$ cat config.mk
export PLATFORM = sky130hd
export DESIGN_NAME = scm_regs
export DESIGN_NICKNAME = d
export VERILOG_FILES = /design/src/design/scm_pkg.sv /design/src/design/scm_prof_if.sv /design/src/design/scm_sequencer.sv /design/src/design/scm_regs.sv
export VERILOG_INCLUDE_DIRS = /design/src /design/src/design
export SDC_FILE = /design/constraint.sdc
export NUM_CORES = 1
export LEC_CHECK = 0
export ABC_AREA = 0
export BUFFER_PORTS_ARGS = -buffer_cell sky130_fd_sc_hd__buf_2
export CAP_MARGIN = 20
export CORE_AREA = 2 2 157 121
export CTS_CLUSTER_DIAMETER = 100
export DETAILED_ROUTE_END_ITERATION = 8
export DIE_AREA = 0 0 159 123
export HOLD_SLACK_MARGIN = 0.08
export PLACE_DENSITY = 0.68
export SLEW_MARGIN = 20
export SYNTH_ARGS = -nofsm -noshare
export SYNTH_HDL_FRONTEND = slang
export SYNTH_SLANG_ARGS = --single-unit
$ cat constraint.sdc
create_clock -name clk_sys -period 4.51 [get_ports clk_sys]
set_input_delay 1.1275 -clock clk_sys [delete_from_list [all_inputs] [get_ports clk_sys]]
set_output_delay 1.1275 -clock clk_sys [all_outputs]
set_load 0.01 [all_outputs]
$ cat src/design/scm_cfg.svh
// Constants for the stepper configuration and motion register block
// What this block does
// - Bridge-off bit disables bridge outputs when 1; resets to 1.
// - Decay-path bit: 0 high-side recirculation (default), 1 low-side.
// - Two-bit blank-time code selects 1.0/1.5/2.5/3.5 us; default code 11.
// - Five-bit peak-current code n gives (n+1)*50 mA; reset code 10000.
// - Three-bit select picks what the fault pin shows; default general fault.
// - Open-load level bit picks 13 mA (0, default) or 26 mA threshold.
// - Open-load window code gives 10..40 ms; default code 10.
// - Overcurrent action: 0 retry (default), 1 disable bridge outputs.
// - Overcurrent delay code gives 1..4 us; default code 01.
// - Writing home-reset 1 returns phase and step angle to home.
// - Six-bit signed step delta moves the step angle number by its value.
// - Sleep is entered only on a 0 to 1 change of sleep request.
// - Three-bit microstep code selects resolution; default compensated half.
// - Read-clear inhibit bit 0 lets serial reads clear faults.
// - Finish bit 1 decelerates the running sequence, then halts.
// - Halt-now bit 1 stops the running sequence at once.
// - Stepping sense bit: 0 forward (default), 1 reverse.
// - Step count is 16 bits: low byte register 7, high byte register 8.
// - Run-forever bit 1 runs continuously, ignoring the step count.
// - Six-bit speedup code n gives n*65 full steps per second squared.
// - Six-bit slowdown code n gives -n*65 full steps per second squared.
// - Fault-clear 0 to 1 or reset pin low pulse clears gone faults.
// - With inhibit 0, a read of the status address (F) clears gone faults.
// - Profile commands are taken only while profile-accept is 1.
`ifndef SCM_CFG_SVH
`define SCM_CFG_SVH
`define SCM_ADDR_CURRENT   4'h2
`define SCM_ADDR_MONITOR   4'h3
`define SCM_ADDR_SINGLE    4'h5
`define SCM_ADDR_COMMAND   4'h6
`define SCM_ADDR_TOT_LOW   4'h7
`define SCM_ADDR_TOT_HIGH  4'h8
`define SCM_ADDR_SPEEDUP   4'h9
`define SCM_ADDR_SLOWDOWN  4'hA
`define SCM_ADDR_FAULT_PIN_OUT      4'hF
`define SCM_ADDR_STATUS    4'hF
`define SCM_RST_CURRENT    10'h270
`define SCM_RST_MONITOR    10'h011
`define SCM_RST_SINGLE     10'h000
`define SCM_RST_COMMAND    10'h020
`define SCM_RST_ZERO       10'h000
`define SCM_BIT_WRITE      11
`define SCM_ADDR_HI        15
`define SCM_ADDR_LO        12
`define SCM_CMD_SLEEP      9
`define SCM_CMD_CLEAR      8
`define SCM_CMD_INHIBIT    3
`define SCM_CMD_FINISH     1
`define SCM_CMD_HALT       0
`define SCM_SINGLE_HOME    9
`define SCM_CLK_MHZ        125
`define SCM_STEP_US        1000
`define SCM_STEP_CYC       (`SCM_STEP_US * `SCM_CLK_MHZ)
`endif

$ cat src/design/scm_pkg.sv
// Types shared by the stepper register block
package scm_pkg;
	typedef enum logic [1:0] {
		SCM_IDLE  = 2'b00,
		SCM_RUN   = 2'b01,
		SCM_SLOW  = 2'b10
	} scm_seq_t;
	typedef struct packed {
		logic [15:0] total;
		logic        reverse;
		logic        forever_run;
		logic [5:0]  slow_rate;
	} scm_profile_t;
endpackage

$ cat src/design/scm_prof_if.sv
// Profile hand-off between register file and sequencer
`timescale 1ns/100ps
interface scm_prof_if;
	import scm_pkg::*;
	scm_profile_t prof;
	logic         start;
	logic         finish;
	logic         halt;
	logic         accept;
	logic         active;
	logic         step;
	modport regs (output prof, start, finish, halt, input accept, active, step);
	modport seq  (input prof, start, finish, halt, output accept, active, step);
endinterface

$ cat src/design/scm_sequencer.sv
// Step sequencer that counts steps of a motion profile
`timescale 1ns/100ps
`include "scm_cfg.svh"
module scm_sequencer
	import scm_pkg::*;
#(
	parameter int STEP_CYC = `SCM_STEP_CYC
) (
	// Clock and reset
	input  wire logic clk_sys,
	input  wire logic rst,
	// Profile link
	scm_prof_if.seq   pl
);
	if (STEP_CYC < 2) begin
		$error("STEP_CYC too small");
	end
	scm_seq_t    state;
	logic [31:0] tick;
	logic [15:0] issued;
	logic [15:0] target;
	logic        runf;
	logic [5:0]  slow_left;
	logic        tick_hit;
	assign tick_hit = (tick == 32'(STEP_CYC - 1));
	assign pl.accept = (state == SCM_IDLE);
	assign pl.active = (state != SCM_IDLE);
	always_ff @(posedge clk_sys) begin
		if (rst || state == SCM_IDLE || tick_hit) begin
			tick <= 32'h0;
		end else begin
			tick <= tick + 32'h1;
		end
	end
	always_ff @(posedge clk_sys) begin
		if (rst) begin
			pl.step <= 1'b0;
		end else begin
			pl.step <= tick_hit && state != SCM_IDLE;
		end
	end
	always_ff @(posedge clk_sys) begin
		if (rst) begin
			state     <= SCM_IDLE;
			issued    <= 16'h0;
			target    <= 16'h0;
			runf      <= 1'b0;
			slow_left <= 6'h0;
		end else begin
			unique case (state)
				SCM_IDLE: begin
					if (pl.start) begin
						target    <= pl.prof.total;
						runf      <= pl.prof.forever_run;
						slow_left <= pl.prof.slow_rate;
						issued    <= 16'h0;
						state     <= SCM_RUN;
					end
				end
				SCM_RUN: begin
					if (pl.halt) begin
						state <= SCM_IDLE;
					end else if (pl.finish) begin
						state <= SCM_SLOW;
					end else if (tick_hit) begin
						issued <= issued + 16'h1;
						if (!runf && issued + 16'h1 >= target) begin
							state <= SCM_IDLE;
						end
					end
				end
				SCM_SLOW: begin
					if (pl.halt || slow_left == 6'h0) begin
						state <= SCM_IDLE;
					end else if (tick_hit) begin
						slow_left <= slow_left - 6'h1;
					end
				end
				default: begin
					state <= SCM_IDLE;
				end
			endcase
		end
	end
endmodule

$ cat src/design/scm_regs.sv
// Serial-frame register file for stepper configuration and motion commands
`timescale 1ns/100ps
`include "scm_cfg.svh"
module scm_regs
	import scm_pkg::*;
#(
	parameter int STEP_CYC = `SCM_STEP_CYC
) (
	// Clock and reset
	input  wire logic        clk_sys,
	input  wire logic        rst,
	// Decoded serial frame
	input  wire logic        frame_valid,
	input  wire logic [15:0] frame_data,
	output logic      [15:0] read_data,
	output logic             read_valid,
	// External fault reset pin, active low
	input  wire logic        reset_pin_n,
	// Bridge configuration
	output logic             bridge_off,
	output logic             decay_path_sel,
	output logic             edge_rate_sel,
	output logic      [1:0]  blank_time_sel,
	output logic      [4:0]  peak_current_code,
	// Fault monitor configuration
	output logic      [2:0]  fault_pin_select,
	output logic             openload_level,
	output logic      [1:0]  openload_window,
	output logic             overcurrent_action,
	output logic      [1:0]  overcurrent_delay,
	// Motion and system state
	output logic             home_reset,
	output logic      [5:0]  step_angle,
	output logic      [2:0]  microstep_res,
	output logic             brake_cmd,
	output logic             sleep_enter,
	output logic             fault_clear,
	output logic      [5:0]  speedup_rate,
	output logic      [5:0]  slowdown_rate,
	output logic             reverse_dir,
	output logic             step_pulse,
	output logic             profile_accept,
	output logic             seq_active
);
	scm_prof_if pl();
	scm_sequencer #(.STEP_CYC(STEP_CYC)) u_seq (
		.clk_sys (clk_sys),
		.rst     (rst),
		.pl      (pl)
	);
	logic [9:0]  r_cur;
	logic [9:0]  r_mon;
	logic [9:0]  r_cmd;
	logic [9:0]  r_lo;
	logic [7:0]  r_hi;
	logic [5:0]  r_up;
	logic [5:0]  r_dn;
	logic [1:0]  pin_sync;
	logic        pin_prev;
	logic [3:0]  addr;
	logic [9:0]  wdata;
	logic        wr;
	logic        parity_ok;
	function automatic logic is_addr(input logic [3:0] a, input logic [3:0] b);
		return a == b;
	endfunction
	assign addr      = frame_data[`SCM_ADDR_HI:`SCM_ADDR_LO];
	assign wdata     = frame_data[10:1];
	assign wr        = frame_valid && frame_data[`SCM_BIT_WRITE] && parity_ok;
	assign parity_ok = ~(^frame_data);
	always_ff @(posedge clk_sys) begin
		if (rst) begin
			pin_sync <= 2'b11;
			pin_prev <= 1'b1;
		end else begin
			pin_sync <= {pin_sync[0], reset_pin_n};
			pin_prev <= pin_sync[1];
		end
	end
	always_ff @(posedge clk_sys) begin
		if (rst) begin
			r_cur <= `SCM_RST_CURRENT;
			r_mon <= `SCM_RST_MONITOR;
			r_cmd <= `SCM_RST_COMMAND;
			r_lo  <= `SCM_RST_ZERO;
			r_hi  <= 8'h00;
			r_up  <= 6'h00;
			r_dn  <= 6'h00;
		end else if (wr) begin
			if (is_addr(addr, `SCM_ADDR_CURRENT)) begin
				r_cur <= wdata;
			end
			if (is_addr(addr, `SCM_ADDR_MONITOR)) begin
				r_mon <= wdata;
			end
			if (is_addr(addr, `SCM_ADDR_COMMAND)) begin
				r_cmd <= wdata;
			end
			if (is_addr(addr, `SCM_ADDR_TOT_LOW) && pl.accept) begin
				r_lo <= wdata;
			end
			if (is_addr(addr, `SCM_ADDR_TOT_HIGH) && pl.accept) begin
				r_hi <= wdata[7:0];
			end
			if (is_addr(addr, `SCM_ADDR_SPEEDUP) && pl.accept) begin
				r_up <= wdata[5:0];
			end
			if (is_addr(addr, `SCM_ADDR_SLOWDOWN) && pl.accept) begin
				r_dn <= wdata[5:0];
			end
		end
	end
	// Low byte and flags taken from the frame itself, since r_lo updates on the same edge; high byte and slow rate from r_hi and r_dn
	assign pl.prof = {r_hi, wdata[7:0], wdata[9], wdata[8], r_dn};
	assign pl.start  = wr && is_addr(addr, `SCM_ADDR_TOT_LOW) && pl.accept;
	assign pl.finish = wr && is_addr(addr, `SCM_ADDR_COMMAND) && wdata[`SCM_CMD_FINISH];
	assign pl.halt   = wr && is_addr(addr, `SCM_ADDR_COMMAND) && wdata[`SCM_CMD_HALT];
	always_ff @(posedge clk_sys) begin
		if (rst) begin
			bridge_off         <= 1'b1;
			decay_path_sel     <= 1'b0;
			edge_rate_sel      <= 1'b0;
			blank_time_sel     <= 2'b11;
			peak_current_code  <= 5'h10;
			fault_pin_select   <= 3'h0;
			openload_level     <= 1'b0;
			openload_window    <= 2'b10;
			overcurrent_action <= 1'b0;
			overcurrent_delay  <= 2'b01;
			microstep_res      <= 3'h2;
			brake_cmd          <= 1'b0;
			speedup_rate       <= 6'h00;
			slowdown_rate      <= 6'h00;
			reverse_dir        <= 1'b0;
			step_pulse         <= 1'b0;
			profile_accept     <= 1'b1;
			seq_active         <= 1'b0;
		end else begin
			bridge_off         <= r_cur[9];
			decay_path_sel     <= r_cur[8];
			edge_rate_sel      <= r_cur[7];
			blank_time_sel     <= r_cur[6:5];
			peak_current_code  <= r_cur[4:0];
			fault_pin_select   <= r_mon[9:7];
			openload_level     <= r_mon[5];
			openload_window    <= r_mon[4:3];
			overcurrent_action <= r_mon[2];
			overcurrent_delay  <= r_mon[1:0];
			microstep_res      <= r_cmd[6:4];
			brake_cmd          <= r_cmd[2];
			speedup_rate       <= r_up;
			slowdown_rate      <= r_dn;
			reverse_dir        <= r_lo[9];
			step_pulse         <= pl.step;
			profile_accept     <= pl.accept;
			seq_active         <= pl.active;
		end
	end
	always_ff @(posedge clk_sys) begin
		if (rst) begin
			sleep_enter <= 1'b0;
			fault_clear <= 1'b0;
			home_reset  <= 1'b0;
			step_angle  <= 6'h00;
		end else begin
			sleep_enter <= wr && is_addr(addr, `SCM_ADDR_COMMAND)
				&& wdata[`SCM_CMD_SLEEP] && !r_cmd[`SCM_CMD_SLEEP];
			fault_clear <= (wr && is_addr(addr, `SCM_ADDR_COMMAND)
				&& wdata[`SCM_CMD_CLEAR] && !r_cmd[`SCM_CMD_CLEAR])
				|| (pin_prev && !pin_sync[1])
				|| (frame_valid && !frame_data[`SCM_BIT_WRITE]
				&& is_addr(addr, `SCM_ADDR_STATUS)
				&& !r_cmd[`SCM_CMD_INHIBIT]);
			home_reset  <= wr && is_addr(addr, `SCM_ADDR_SINGLE) && wdata[`SCM_SINGLE_HOME];
			if (wr && is_addr(addr, `SCM_ADDR_SINGLE)) begin
				if (wdata[`SCM_SINGLE_HOME]) begin
					step_angle <= 6'h00;
				end else begin
					step_angle <= step_angle + wdata[5:0];
				end
			end else if (pl.step) begin
				step_angle <= r_lo[9] ? step_angle - 6'h01 : step_angle + 6'h01;
			end
		end
	end
	always_ff @(posedge clk_sys) begin
		if (rst) begin
			read_data  <= 16'h0000;
			read_valid <= 1'b0;
		end else begin
			read_valid <= frame_valid && !frame_data[`SCM_BIT_WRITE];
			read_data  <= 16'h0000;
			if (frame_valid && !frame_data[`SCM_BIT_WRITE]) begin
				unique case (addr)
					`SCM_ADDR_CURRENT:  read_data <= {5'h00, r_cur, 1'b0};
					`SCM_ADDR_MONITOR:  read_data <= {5'h00, r_mon, 1'b0};
					`SCM_ADDR_COMMAND:  read_data <= {5'h00, r_cmd, 1'b0};
					`SCM_ADDR_TOT_LOW:  read_data <= {5'h00, r_lo, 1'b0};
					`SCM_ADDR_TOT_HIGH: read_data <= {7'h00, r_hi, 1'b0};
					`SCM_ADDR_SPEEDUP:  read_data <= {9'h000, r_up, 1'b0};
					`SCM_ADDR_SLOWDOWN: read_data <= {9'h000, r_dn, 1'b0};
					default:            read_data <= {3'h0, pl.accept, pl.active, 11'h000};
				endcase
			end
		end
	end
endmodule

==> results.py, run 1 <==
metrics = {
    "run_status": {
        "status": "finished, final reports clean",
    },
    "yosys": {
        "synth_flop_cell": "dfxtp_1",
        "syn-instance-count": 989,
        "synth-edff-count": 0,
        "synth_top_area_share_pct": 44.6,
        "synth_area_leaders": "dfxtp_1 45%, ha_1 5.2%, a21oi_1 4.4%, nand2_1 4.4%, mux2i_1 3.9%",
        "async_flop_share_pct": 0,
        "ys_types": 61,
        "synth_area_leader_cell": "dfxtp_1",
        "yosys_warnings": 0,
        "syn_area_um2": 8890,
        "ys_ff_latch": 198,
        "avgSynthCellArea_um2": 8.99,
        "seq_area_frac_synth_pct": 44.6,
    },
    "global_route": {
        "use_met2_pct": 33.7,
        "grt_antenna_before_repair": 0,
        "grtUsageMet1_pct": 33.5,
        "grt_max_degree": 83,
        "grt_pass1_vias": 6612,
        "met3_usage_pct": 4.43,
        "track_usage_pct": 22.7,
        "grt_remaining_overflow": 0,
        "top_usage_layer": "met2",
        "grt_pass1_wl_um": 35300,
    },
    "floorplan": {
        "core_um2": 18100,
        "io_pins": 85,
        "design.die.area_um2": 19600,
        "die_w_um": 159,
        "initial_utilization_pct": 49.2,
        "dieHeight_um": 123,
        "rows": 43,
    },
    "power_and_ir_drop": {
        "ir_drop_v": 0.000213,
        "p_per_area_nw_per_um2": 353,
        "p_leak_uw": 0.00376,
    },
    "timing": {
        "max_slew.worst_pin.slew_ns": 1.11,
        "timing.final.crit_share_pct": 78.4,
        "postLayoutSetupSlackWorst_ns": 0.975,
        "final-hold-violation-count": 0,
        "rsz0062_at_grt": "false",
        "fmax_ghz": 0.283,
        "min_period_ns": 3.53,
        "relSlewSlack_pct": 25.7,
        "setup-violations-final": 0,
        "clock_skew_ns": 0.00813,
        "finalSetupTns_ns": 0,
        "slew_viol_final": 0,
    },
    "finish": {
        "multiInputGateArea_um2": 4510,
        "area_delta_synth_final_pct": 12.1,
        "regArea_um2": 3960,
        "n_fill_cell": 1677,
        "nets": 1096,
        "finalNonFillerCells": 1296,
        "diodes": 0,
        "final_layout_size_suffix_gt1_share_pct": 13.7,
    },
    "clock_network": {
        "h-tree-depth": 4,
        "clock_path_buffers": 2,
        "cts_resized": 0,
        "clk_root_buffer_cell": "clkbuf_16",
        "postCtsSetupRepairBufs": 0,
        "cts_sinks": 198,
        "ctsHoldBuffers": 0,
        "clk-insertion-delay-late_ns": 0.44,
        "clkTransAtPathRegs_ns": 0.07,
        "cts_tree": "built",
        "cts_buffers": 17,
    },
    "drt": {
        "ant_nets": 0,
        "drtIter0Drc": 724,
        "post-route-drc-count": 0,
        "wl_um": 21500,
        "num_vias": 7079,
        "dr.pass1.iters": 7,
        "wl_per_cell_um": 16.6,
        "viasPerCell": 5.46,
    },
    "setup_path": {
        "r2r_slack_ns": 1.10,
        "critPathLaunchType": "input port",
        "crit_arrival_ns": 3.87,
        "cp-end-kind": "register",
        "critical_path_required_ns": 4.85,
        "worstSetupPathType": "input port to register",
        "crit_path_max_fanout": 11,
    },
    "placed_design": {
        "place_inst": 1265,
        "dpl.hpwl_um": 15100,
        "io_buffers": 80,
        "pre_cts_slack_ns": 0.610,
        "place_congestion": 0.821,
    },
    "flow_run": {
        "maxCapViolCount": 0,
    },
    "worst_hold_path": {
        "hp-class": "register to register",
    },
}
## state kept, by name (all words and copies together), names as in the netlist, 3 cells and up
name and count:
speedup_rate 6, u_seq.slow_left 6, r_mon 10, microstep_res 3, u_seq.tick 32, r_cmd 10, r_lo 10, read_data 12
u_seq.target 16, u_seq.issued 16, peak_current_code 5, fault_pin_select 3, slowdown_rate 6, r_dn 6, r_up 6, r_hi 8
step_angle 6, r_cur 10
## final cells by class
type | count | share of cell area [%]
clock buffers | 19 | 4.55
clock inverters | 12 | 1.37
well taps | 247 | 3.10
multi-input cells | 696 | 45.2
flip-flops and latches | 198 | 39.8
repair buffers | 87 | 4.57
inverters | 37 | 1.39
## power breakdown
group,switching [uW],internal (uW)
clock network,716,810
logic,142,79.1
registers,8.29,1760
total,866,2650
## through the flow
step                area (um^2)  total power, uW  utilization [%]  hold slack, ns
CTS                        9960             3530             55.1           0.422
finish                     9960             3510             55.1           0.418
floorplan                  8900             1970                -           0.389
detailed placement         9370             2030             51.8           0.401
global placement           9370             2020             51.8           0.417
global route               9960             3630             55.1           0.431
## cells by family (layout without fill, tap and decap cells)
group,count (synthesis),count (layout),share of synthesized area [%]
AO/OA/AOI/OAI,190,190,13.4
XOR/XNOR,60,60,6.70
adder cells (fa/ha/maj),39,39,5.66
buffers and inverters,98,155,4.87
flip-flops,198,198,44.6
multiplexers,37,37,4.19
other,1,4,0.0422
AND/OR/NAND/NOR,366,366,20.6
## placed cells by master (no fill, tap or decap), types with 9 or more instances in the layout
cell type / count
inv_1: 37
a31oi_1: 10
nand2b_1: 14
nand3_1: 24
nand2_1: 103
dfxtp_1: 198
mux2i_1: 35
a21oi_1: 78
a21o_1: 9
or2_2: 12
nand4_1: 16
clkbuf_16: 17
nor2_1: 93
xnor2_1: 23
a22oi_1: 15
buf_2: 79
xor2_1: 32
ha_1: 37
and4_1: 10
o21ai_0: 30
or3_1: 9
and2_1: 9
nor2b_1: 36
## cells in the mapped netlist, types with 10 or more instances
| library cell | count |
|---|---|
| dfxtp_1 | 198 |
| nand2_1 | 104 |
| nor2_1 | 93 |
| a21oi_1 | 78 |
| ha_1 | 37 |
| inv_1 | 37 |
| clkbuf_1 | 36 |
| nor2b_1 | 36 |
| mux2i_1 | 35 |
| xor2_1 | 32 |
| o21ai_0 | 30 |
| nand3_1 | 24 |
| xnor2_1 | 23 |
| nand4_1 | 16 |
| a22oi_1 | 15 |
| nand2b_1 | 14 |
| or2_2 | 12 |
| a31oi_1 | 10 |
| and4_1 | 10 |
| buf_4 | 10 |
## worst max-delay path, cell delays in order
cell and delay [ns]:
buf_2 0.11, inv_1 0.06, ha_1 0.31, xnor3_1 0.34, xnor3_2 0.32, xnor2_4 0.20
and2_1 0.17, nor3_1 0.88, o21ai_0 0.23, o31ai_1 0.13
## final timing paths
check                            endpoint  cells after the start                    startpoint
min reg2reg        pin_sync[1]$_SDFF_PP1_                      1        pin_sync[0]$_SDFF_PP1_
min                pin_sync[1]$_SDFF_PP1_                      1        pin_sync[0]$_SDFF_PP1_
max          u_seq.issued[3]$_SDFFE_PP0P_                     10                frame_data[14]
max reg2reg   u_seq.state[0]$_SDFFE_PP0P_                     12  u_seq.issued[0]$_SDFFE_PP0P_
## per-layer routing
metal	up-vias	wire length (um)
li1	3496	-
met1	3349	11000
met2	207	8960
met3	27	1240
met4	0	317
met5	-	0
Note: power is estimated with default switching activity, not from simulation.
==> inputs of run 2 (changes only) <==
clock period = 3.7 ns   (was 4.51 ns; I/O delays follow)
==> run 2 against run 1 <==
Critical path depth rose by 2. Register-to-register slack got worse by 0.75 ns. Die area unchanged. Via count rose by 1.6%. Worst hold slack improved by 0.012 ns. Clock-buffer cell count down 1. Critical endpoint is now u_seq.state[0]$_SDFFE_PP0P_. Largest cell class unchanged.
==> results.py, run 2 (synthesis gave the netlist of run 1 again) <==
metrics = {
    "run_status": {
        "status": "finished, final reports clean",
    },
    "finish": {
        "layout_common_cells": "198 x dfxtp_1, 104 x nand2_1, 91 x nor2_1",
        "largest_register_ffs": 32,
        "final_common_cell": "dfxtp_1",
        "diodes": 0,
        "top_register": "u_seq.tick",
        "utilization_pct": 55.7,
        "area_delta_synth_final_pct": 13.3,
        "final_layout_size_suffix_gt1_share_pct": 15.0,
        "nets": 1110,
        "finalNonFillerCells": 1311,
        "final_area_um2": 10100,
        "reg_top3": "u_seq.tick (32), u_seq.issued (16), u_seq.target (16)",
    },
    "clock_network": {
        "clkTransAtPathRegs_ns": 0.08,
        "h-tree-depth": 4,
        "cts_sinks": 198,
        "postCtsSetupRepairBufs": 0,
        "ctsHoldBuffers": 0,
        "cts_buffers": 17,
        "clock_path_buffers": 2,
        "clk-insertion-delay-late_ns": 0.44,
        "cts_tree": "built",
        "cts_resized": 0,
        "clk_root_buffer_cell": "clkbuf_16",
    },
    "drt": {
        "wl_um": 22100,
        "dr.pass1.iters": 6,
        "drtIter0Drc": 710,
        "wl_per_cell_um": 16.9,
        "viasPerCell": 5.49,
        "num_vias": 7191,
        "ant_nets": 0,
        "post-route-drc-count": 0,
    },
    "power_and_ir_drop": {
        "ir_drop_v": 0.000245,
        "p_leak_uw": 0.00383,
        "power_uw": 4240,
        "p_per_area_nw_per_um2": 421,
    },
    "floorplan": {
        "design.die.area_um2": 19600,
        "io_pins": 85,
        "rows": 43,
        "dieHeight_um": 123,
        "core_um2": 18100,
        "initial_utilization_pct": 49.2,
        "die_w_um": 159,
    },
    "setup_path": {
        "critical_path.top_delay_family": "simple AND/OR/NAND/NOR gates",
        "cpMostUsedCell": "ha_1",
        "r2r_slack_ns": 0.35,
        "worstPathCellList": "ha_1 -> and3_1 -> nand3_1 -> nor2_2 -> xnor2_1 -> ha_1 -> a21o_1 -> a21oi_1 -> o311ai_0 -> a211oi_1 -> nor4b_1 -> nor4_1",
        "r2r-start": "u_seq.issued[0]$_SDFFE_PP0P_",
        "crit_path_max_fanout": 7,
        "critPathLaunch": "u_seq.issued[0]$_SDFFE_PP0P_",
        "worstSetupPathType": "register to register",
        "path_depth": 12,
        "cp-end-kind": "register",
        "critical_path_required_ns": 4.05,
        "critPathLaunchType": "register",
        "r2r_end": "u_seq.state[0]$_SDFFE_PP0P_",
        "slowest_delay_ns": 0.43,
        "slowest_stage": "dfxtp_1",
        "crit_arrival_ns": 3.69,
        "worstRegToRegCells": 12,
        "endpoint": "u_seq.state[0]$_SDFFE_PP0P_",
        "path_buf_inv": 0,
    },
    "global_route": {
        "track_usage_pct": 23.2,
        "grt_remaining_overflow": 0,
        "grt_pass1_wl_um": 35800,
        "grt_max_degree": 93,
        "grt_antenna_before_repair": 0,
        "grt_pass1_vias": 6577,
    },
    "timing": {
        "slew_viol_final": 0,
        "relSlewSlack_pct": 31.5,
        "fmax_ghz": 0.299,
        "whs_ns": 0.430,
        "max_slew.worst_pin.slew_ns": 1.02,
        "setup-violations-final": 0,
        "min_period_ns": 3.35,
        "final-hold-violation-count": 0,
        "timing.final.crit_share_pct": 90.4,
        "clock_skew_ns": 0.0109,
        "rsz0062_at_grt": "false",
    },
    "placed_design": {
        "place_inst": 1279,
        "io_buffers": 80,
        "place_congestion": 0.842,
        "dpl.hpwl_um": 15500,
        "place_area_um2": 9490,
    },
    "worst_hold_path": {
        "hp-class": "register to register",
    },
    "flow_run": {
        "maxCapViolCount": 0,
    },
}
[run 2: cell count changes in the layout (fill, tap and decap cells not counted), moves of 2 or more]
cell	previous run	this run
buf_4	8	21
clkinvlp_4	3	1
clkinv_8	1	3
nor2_2	2	4
clkinv_2	1	4
nor2_1	93	91
[run 2: worst min path at each step]
stage                                       from                      to  slack, ns  depth (start not counted)
after floorplan           pin_sync[0]$_SDFF_PP1_  pin_sync[1]$_SDFF_PP1_       0.39                          1
after global placement    pin_sync[0]$_SDFF_PP1_  pin_sync[1]$_SDFF_PP1_       0.39                          1
after detailed placement  pin_sync[0]$_SDFF_PP1_  pin_sync[1]$_SDFF_PP1_       0.40                          1
after CTS                 pin_sync[0]$_SDFF_PP1_  pin_sync[1]$_SDFF_PP1_       0.44                          1
after global routing      pin_sync[0]$_SDFF_PP1_  pin_sync[1]$_SDFF_PP1_       0.46                          1
final                     pin_sync[0]$_SDFF_PP1_  pin_sync[1]$_SDFF_PP1_       0.43                          1
[run 2: where the power goes]
part | total [uW] | internal, uW | switching, uW
Sequential | 2150 | 2140 | 10.4
Clock | 1800 | 911 | 892
Combinational | 280 | 104 | 176
[run 2: per-stage QoR]
step	setup TNS, ns	setup WS (ns)
after floorplan	0	0.670
after global placement	0	0.0454
after detailed placement	-0.231	-0.0416
after CTS	0	0.312
after global routing	0	0.0209
final	0	0.353
[run 2: final cells by class]
cell class,count,area [um^2]
clock buffer,18,439
multi-input combinational,696,4510
inverter,37,139
sequential,198,3960
tap,247,309
timing repair buffer,101,573
fill,1677,8010
clock inverter,14,136
[run 2: routing by layer]
metal,up-vias,part of all wire (%),GRT usage (%)
met5,-,0,0
met4,0,1.0,6.25
met3,24,8.0,5.40
met2,251,42,33.9
met1,3392,49,34.4
li1,3524,-,-
